$ cat src/gdio_regs.vh
`ifndef GDIO_REGS_VH
`define GDIO_REGS_VH

// Register byte addresses
`define GDIO_ADDR_INPUT     12'h000
`define GDIO_ADDR_DIR       12'h004
`define GDIO_ADDR_OUTVAL    12'h008
`define GDIO_ADDR_MCUCTRL   12'h00C
`define GDIO_ADDR_IRQSTAT   12'h010
`define GDIO_ADDR_IRQMASK   12'h014
`define GDIO_ADDR_EXTINTEN  12'h018
`define GDIO_ADDR_EXTSENSE  12'h01C

// Field position and field width
`define GDIO_MCUCTRL_PUD    0
`define GDIO_SENSE_W        2

// Sense codes per pin
`define GDIO_SENSE_LEVEL    2'h0
`define GDIO_SENSE_ANY      2'h1
`define GDIO_SENSE_FALL     2'h2
`define GDIO_SENSE_RISE     2'h3

// Reset values
`define GDIO_RST_ZERO       32'h0000_0000

`endif

$ cat src/gdio_sync_cell.v
`timescale 1ns/1ns
`default_nettype none

module gdio_sync_cell
#(
   parameter WIDTH = 8
)
(
   input  wire             core_clk,   // System clock
   input  wire             ce,         // Clock enable
   input  wire [WIDTH-1:0] padIn,      // Clamped pad levels
   output reg  [WIDTH-1:0] syncOut_ff  // Synchronised levels
);

   reg [WIDTH-1:0] latchVal;

   // ***************************************************
   // Latch open while clock high, flop on rising edge
   // ***************************************************
   // Held value is what the open latch shows as the clock falls;
   // capturing it there keeps the rising-edge flop free of a race
   always @(negedge core_clk)
   begin
      if (ce)
         latchVal <= padIn;
   end

   always @(posedge core_clk)
   begin
      if (ce)
         syncOut_ff <= latchVal;
   end

endmodule

`default_nettype wire

$ cat src/gdio_port.v
// Added by the designer: the register addresses and the APB interface to the registers.
`timescale 1ns/1ns
`default_nettype none
`include "gdio_regs.vh"

module gdio_port
#(
   parameter WIDTH = 8
)
(
   input  wire             core_clk,    // System clock, 100 MHz
   input  wire             rst,         // Sync reset, active high
   input  wire             ce,          // Clock enable
   input  wire             psel,        // APB select
   input  wire             penable,     // APB enable
   input  wire             pwrite,      // APB direction
   input  wire [11:0]      paddr,       // APB byte address
   input  wire [31:0]      pwdata,      // APB write data
   output reg  [31:0]      prdata,      // APB read data
   output reg              pready,      // APB ready
   output reg              pslverr,     // APB error
   input  wire [WIDTH-1:0] padIn,       // Pad levels
   output reg  [WIDTH-1:0] padOut,      // Pad drive value
   output reg  [WIDTH-1:0] padOe,       // Pad drive enable
   output reg  [WIDTH-1:0] pullUpEn,    // Pull-up enable
   input  wire             sleepClamp,  // Deep sleep clamp request
   output reg              irq          // Level interrupt
);

   // ***************************************************
   // State
   // ***************************************************
   reg  [WIDTH-1:0] dirBits_ff;
   reg  [WIDTH-1:0] outVal_ff;
   reg              pud_ff;
   reg  [WIDTH-1:0] irqStat_ff;
   reg  [WIDTH-1:0] irqMask_ff;
   reg  [WIDTH-1:0] extIntEn_ff;
   reg  [2*WIDTH-1:0] sense_ff;
   reg  [WIDTH-1:0] prevIn_ff;
   reg  [WIDTH-1:0] nxt_outVal;
   reg  [WIDTH-1:0] nxt_irqStat;
   reg  [WIDTH-1:0] edgeHit;
   reg  [31:0]      rdMux;
   reg              rdHit;
   wire [WIDTH-1:0] clampedIn;
   wire [WIDTH-1:0] pinIn;
   wire             wrAcc;
   wire             rdAcc;
   wire             setup;
   wire [WIDTH-1:0] wdat;
   wire [WIDTH-1:0] toggleMask;

   assign setup = psel && !penable;
   assign wrAcc = psel && penable && pready && pwrite;
   assign rdAcc = psel && penable && pready && !pwrite;
   assign wdat  = pwdata[WIDTH-1:0];
   assign toggleMask = (wrAcc && paddr == `GDIO_ADDR_INPUT) ?
                       wdat : {WIDTH{1'b0}};

   // ***************************************************
   // Input clamp and synchroniser
   // ***************************************************
   genvar gi;
   generate
      for (gi = 0; gi < WIDTH; gi = gi + 1)
      begin : gClamp
         assign clampedIn[gi] = padIn[gi] &
                                (~sleepClamp | extIntEn_ff[gi]);
      end
   endgenerate

   gdio_sync_cell #(.WIDTH(WIDTH)) uSync
   (
      .core_clk (core_clk),
      .ce       (ce),
      .padIn    (clampedIn),
      .syncOut_ff (pinIn)
   );

   // ***************************************************
   // Pad drive, asynchronous reset gating
   // ***************************************************
   // Reset masks drive and pull-up directly so no clock is needed
   always @*
   begin
      padOe    = rst ? {WIDTH{1'b0}} : dirBits_ff;
      padOut   = rst ? {WIDTH{1'b0}} : outVal_ff;
      pullUpEn = rst ? {WIDTH{1'b0}} :
                 (~dirBits_ff & outVal_ff &
                  {WIDTH{~pud_ff}});
   end

   // ***************************************************
   // Next-state logic
   // ***************************************************
   integer k;
   always @*
   begin
      nxt_outVal = outVal_ff ^ toggleMask;
      if (wrAcc && paddr == `GDIO_ADDR_OUTVAL)
         nxt_outVal = wdat;
      for (k = 0; k < WIDTH; k = k + 1)
      begin
         case (sense_ff[2*k +: `GDIO_SENSE_W])
            `GDIO_SENSE_ANY:  edgeHit[k] = pinIn[k] ^ prevIn_ff[k];
            `GDIO_SENSE_FALL: edgeHit[k] = ~pinIn[k] & prevIn_ff[k];
            `GDIO_SENSE_RISE: edgeHit[k] = pinIn[k] & ~prevIn_ff[k];
            default:          edgeHit[k] = 1'b0;
         endcase
      end
      nxt_irqStat = irqStat_ff;
      if (wrAcc && paddr == `GDIO_ADDR_IRQSTAT)
         nxt_irqStat = irqStat_ff & ~wdat;
      // Set wins over clear; disabled pins still flag
      nxt_irqStat = nxt_irqStat | edgeHit;
   end

   // ***************************************************
   // Read mux
   // ***************************************************
   always @*
   begin
      rdMux = `GDIO_RST_ZERO;
      rdHit = 1'b1;
      case (paddr)
         `GDIO_ADDR_INPUT:    rdMux[WIDTH-1:0] = pinIn;
         `GDIO_ADDR_DIR:      rdMux[WIDTH-1:0] = dirBits_ff;
         `GDIO_ADDR_OUTVAL:   rdMux[WIDTH-1:0] = outVal_ff;
         `GDIO_ADDR_MCUCTRL:  rdMux[`GDIO_MCUCTRL_PUD] = pud_ff;
         `GDIO_ADDR_IRQSTAT:  rdMux[WIDTH-1:0] = irqStat_ff;
         `GDIO_ADDR_IRQMASK:  rdMux[WIDTH-1:0] = irqMask_ff;
         `GDIO_ADDR_EXTINTEN: rdMux[WIDTH-1:0] = extIntEn_ff;
         `GDIO_ADDR_EXTSENSE: rdMux[2*WIDTH-1:0] = sense_ff;
         default:             rdHit = 1'b0;
      endcase
   end

   // ***************************************************
   // Registers
   // ***************************************************
   always @(posedge core_clk)
   begin
      if (rst)
      begin
         dirBits_ff  <= {WIDTH{1'b0}};
         outVal_ff   <= {WIDTH{1'b0}};
         pud_ff      <= 1'b0;
         irqStat_ff  <= {WIDTH{1'b0}};
         irqMask_ff  <= {WIDTH{1'b0}};
         extIntEn_ff <= {WIDTH{1'b0}};
         sense_ff    <= {2*WIDTH{1'b0}};
         prevIn_ff   <= {WIDTH{1'b0}};
         prdata      <= `GDIO_RST_ZERO;
         pready      <= 1'b0;
         pslverr     <= 1'b0;
         irq         <= 1'b0;
      end
      else if (ce)
      begin
         pready     <= setup;
         pslverr    <= setup && !rdHit;
         prdata     <= (setup && !pwrite) ? rdMux : `GDIO_RST_ZERO;
         prevIn_ff  <= pinIn;
         outVal_ff  <= nxt_outVal;
         irqStat_ff <= nxt_irqStat;
         irq        <= |(nxt_irqStat & irqMask_ff);
         if (wrAcc && paddr == `GDIO_ADDR_DIR)
            dirBits_ff <= wdat;
         if (wrAcc && paddr == `GDIO_ADDR_MCUCTRL)
            pud_ff <= pwdata[`GDIO_MCUCTRL_PUD];
         if (wrAcc && paddr == `GDIO_ADDR_IRQMASK)
            irqMask_ff <= wdat;
         if (wrAcc && paddr == `GDIO_ADDR_EXTINTEN)
            extIntEn_ff <= wdat;
         if (wrAcc && paddr == `GDIO_ADDR_EXTSENSE)
            sense_ff <= pwdata[2*WIDTH-1:0];
      end
   end

endmodule

`default_nettype wire

$ cat config.mk
export PLATFORM = sky130hd
export DESIGN_NAME = gdio_port
export DESIGN_NICKNAME = d
export VERILOG_FILES = /design/src/gdio_sync_cell.v /design/src/gdio_port.v
export VERILOG_INCLUDE_DIRS = /design/src
export SDC_FILE = /design/constraint.sdc
export NUM_CORES = 1
export LEC_CHECK = 0
export BUFFER_PORTS_ARGS = -buffer_cell sky130_fd_sc_hd__buf_2
export CORE_MARGIN = 8
export CORE_UTILIZATION = 59
export DETAILED_ROUTE_END_ITERATION = 7
export PLACE_DENSITY = 0.86
export SETUP_SLACK_MARGIN = 0.3
export SLEW_MARGIN = 10
export SYNTH_ARGS = -nofsm -noshare
export SYNTH_HDL_FRONTEND = slang
export SYNTH_SLANG_ARGS = --single-unit
$ cat constraint.sdc
create_clock -name core_clk -period 4.3 [get_ports core_clk]
set_clock_uncertainty 0.05 [all_clocks]
set_input_delay 0.645 -clock core_clk [delete_from_list [all_inputs] [get_ports core_clk]]
set_output_delay 0.645 -clock core_clk [all_outputs]
set_load 0.03 [all_outputs]
## After elaboration in Yosys (flattened, before gate mapping)

Cells that the tools add are included.

- Register bits: 116
- Logic and storage cells: 155

- Muxes and demuxes: 19
- Reduce and logical (&&, ||, !) cells: 25
- Bitwise gates (word level): 66
- Equal/unequal tests: 31

Operator list:

| operator | number |
|---|---|
| $mux 8 | 7 |
| $pmux 7 s7 | 1 |
| $eq 12x5->1 const B | 4 |
| $and 8x8->8 | 4 |
| $eq 2x2->1 const B | 16 |
| $and 1x1->1 | 24 |
| $eq 12x4->1 const B | 2 |
| $pmux 1 s3 | 8 |
| $not 1->1 | 18 |
| $eq 2x1->1 const B | 8 |
| $mux 16 | 1 |
| $not 8->8 | 2 |
| $reduce_or 8->1 | 2 |
| $logic_and 1x1->1 | 14 |
| $eq 12x3->1 const B | 1 |
| $logic_not 12->1 | 1 |
| $reduce_and 2->1 | 5 |
| $or 1x1->1 | 8 |
| $or 8x8->8 | 1 |
| $pmux 1 s8 | 1 |
| $xor 1x1->1 | 8 |
| $xor 8x8->8 | 1 |
| $logic_not 1->1 | 3 |
| $mux 1 | 1 |

## Longest topological paths before layout

- Word-level depth: 8
- Mapped depth: 8
- Depth with buffers taken out: 8

## Hierarchy

From an unflattened synthesis, not the netlist that was laid out.

- Cell total of the unflattened synthesis: 580
- Area total of the unflattened synthesis: 5186.2 µm²

Modules (own cells, without submodules):

| module | area each (µm²) | instances | cells each |
|---|---|---|---|
| gdio_port | 4702.0 | 1 | 563 |
| gdio_sync_cell | 484.2 | 1 | 17 |

==> impl_metrics.py <==
metrics = {
    "run_status": {
        "outcome": "finished, final reports clean",
    },
    "route": {
        "viasPerCell": 5.90,
        "route.detailed.wl_per_inst_microns": 18.1,
        "dr_total_vias": 4511,
        "route.antenna.remaining_nets": 0,
        "drt_iter0_markers": 343,
        "dr.pass1.iters": 5,
        "drc": 0,
        "wl_microns": 13900,
    },
    "grt": {
        "grt_max_degree": 98,
        "grt_pass1_wl_microns": 21600,
        "grt_remaining_overflow": 0,
        "track_usage_pct": 22.8,
        "grt_pass1_vias": 4235,
        "antenna_found_initial": 0,
    },
    "timing": {
        "max_slew_margin_pct": 33.3,
        "slew_viol_final": 0,
        "fin_tns_setup_ns": 0,
        "setup_violations": 0,
        "rsz0062_at_grt": "false",
        "hold-worst-slack_ns": 0.426,
        "tightest_slew_ns": 0.997,
        "hold_violations": 0,
    },
    "die": {
        "coreArea_sq_mm": 0.00864,
        "start_util_pct": 60.4,
        "fp.dieW_microns": 110,
        "num_rows": 34,
        "dieArea_sq_mm": 0.0121,
        "fp.dieH_microns": 110,
        "io_pins": 118,
    },
    "setup_path": {
        "cpMaxStageDelayCell": "buf_2",
        "crit_path_max_fanout": 22,
        "cp-start-kind": "primary input",
        "cp.required_ns": 2.14,
        "critical_path.top_delay_family": "buffers and inverters",
        "arrival_ns": 1.10,
        "crit_cells": 1,
        "max_stage_delay_ns": 0.43,
        "worstRegToRegCells": 2,
        "crit_chain": "buf_2",
        "critPathKind": "primary input to register",
        "cp.buffers_inverters": 1,
        "critPathCaptureType": "register",
    },
    "cts": {
        "post_cts.repair.setup_buffers": 0,
        "cts_root_buffer": "clkbuf_8",
        "cts_resized": 0,
        "htree_levels": 3,
        "clk_latency_ns": 0.40,
        "cts_buffers": 9,
        "clk_pin_slew_worst_paths_ns": 0.10,
        "cts_sinks": 100,
        "clock_path_buffers": 2,
        "cts_tree": "done",
        "ctsHoldBuffers": 0,
    },
    "cells_and_area": {
        "mostFrequentLayoutCells": "85 x buf_2, 84 x dfxtp_1, 80 x nor2_1, 54 x mux2i_1, 42 x inv_1",
        "drive_gt1_share_pct": 17.4,
        "syn_to_final_growth_pct": 11.5,
        "antenna_cells": 0,
        "reg_top3": "prdata: 16 flops, sense_ff: 16 flops",
        "final_common_cell": "buf_2",
        "layout.nets": 727,
    },
    "logic_synthesis": {
        "avgSynthCellArea_sq_um": 8.93,
        "ys_seq_area_share_pct": 41.4,
        "synth_edf_count": 16,
        "synth.distinct_cells": 55,
        "async_reset_ff_share_pct": 0,
        "ys_warn_count": 0,
        "synth_flop_cell": "dfxtp_1",
        "syn_area_sq_mm": 0.00522,
        "syn_inst": 584,
        "synth-seq-cells": 100,
    },
    "pwr": {
        "power_density_mw_per_mm2": 301,
        "ir_drop_mv": 0.136,
        "leakage_nw": 2.40,
    },
    "placed_design": {
        "place_congestion": 0.978,
        "placement.io_buffers": 85,
        "dp_hpwl_microns": 10400,
    },
    "run": {
        "max_cap_violations": 0,
    },
    "worst_hold_path": {
        "hold_path.class": "register to register",
        "whs_path_depth": 2,
    },
}
-- layout make-up --
cell class	count	area (sq um)
sequential	100	2160
multi-input combinational	410	2710
clock inverter	13	76.3
inverter	34	128
tap	108	135
timing repair buffer	89	455
clock buffer	11	153
fill	736	2820
-- per-layer routing --
layer	track usage [%]	wire, microns	vias to the layer above
li1	-	-	2148
met1	28.9	5620	2181
met2	39.6	7010	157
met3	3.60	1050	25
met4	5.50	195	0
met5	0	0	-
-- cells in the mapped netlist (all sizes together), types with 3 or more instances --
cell type / n / share of area [%]
nor2b: 22 / 2.6
dfxtp: 84 / 32
nor2: 82 / 6.1
a21boi: 8 / 1.2
a21oi: 26 / 2.5
clkbuf: 29 / 2.1
buf: 25 / 3.2
nor3b: 10 / 1.4
nor4: 4 / 0.77
o21ai: 19 / 1.8
nand2: 35 / 2.5
a32oi: 7 / 1.2
o2111ai: 5 / 0.84
mux2i: 54 / 10
a21o: 3 / 0.43
nand2b: 8 / 0.96
o21bai: 10 / 1.4
ha: 16 / 3.8
nand3: 19 / 1.8
a22oi: 24 / 3.5
a22o: 11 / 1.8
edfxtp: 16 / 9.2
inv: 35 / 2.5
-- tightest hold or removal path, cell delays in order, from the launching register on --
cell	delay [ns]
dfxtp_1	0.32
nand2_1	0.06
a21oi_1	0.06
-- report_power, final --
group          switching, W  internal (W)  leakage (nW)  total (W)
registers         0.0000107      0.000965         0.841   0.000976
clock network      0.000372      0.000268         0.146   0.000640
logic             0.0000932     0.0000394          1.41   0.000133
total              0.000475       0.00127          2.40    0.00175
-- final timing paths --
path                             to      startpoint  slack, ns
setup / recovery  uSync.latchVal[7]              ce       1.04
hold / removal            prdata[3]       prdata[3]       0.43
setup reg to reg  uSync.latchVal[4]  extIntEn_ff[4]       1.35
hold reg to reg           prdata[3]       prdata[3]       0.43
-- through the flow --
step                util, %  cells  total power, W  setup WS, ns  instance area [sq um]
global route           67.3    765         0.00182          1.02                   5820
global placement       64.7    742         0.00113         0.643                   5590
floorplan                 -    599         0.00111          1.10                   5270
finish                 67.3    765         0.00175          1.04                   5820
CTS                    67.3    765         0.00175          1.03                   5820
detailed placement     64.7    742         0.00114         0.625                   5590
-- cells by family after synthesis --
family / Yosys count / share of synthesized area [%]
AOI/OAI and AO/OA: 127 / 16.9
adders and majority gates: 16 / 3.84
buffers and inverters: 89 / 7.77
DFF: 100 / 41.4
muxes: 56 / 11.2
other: 1 / 0.0719
and+or+nand+nor: 195 / 18.7
No activity file was read; power rests on OpenSTA's default activity.
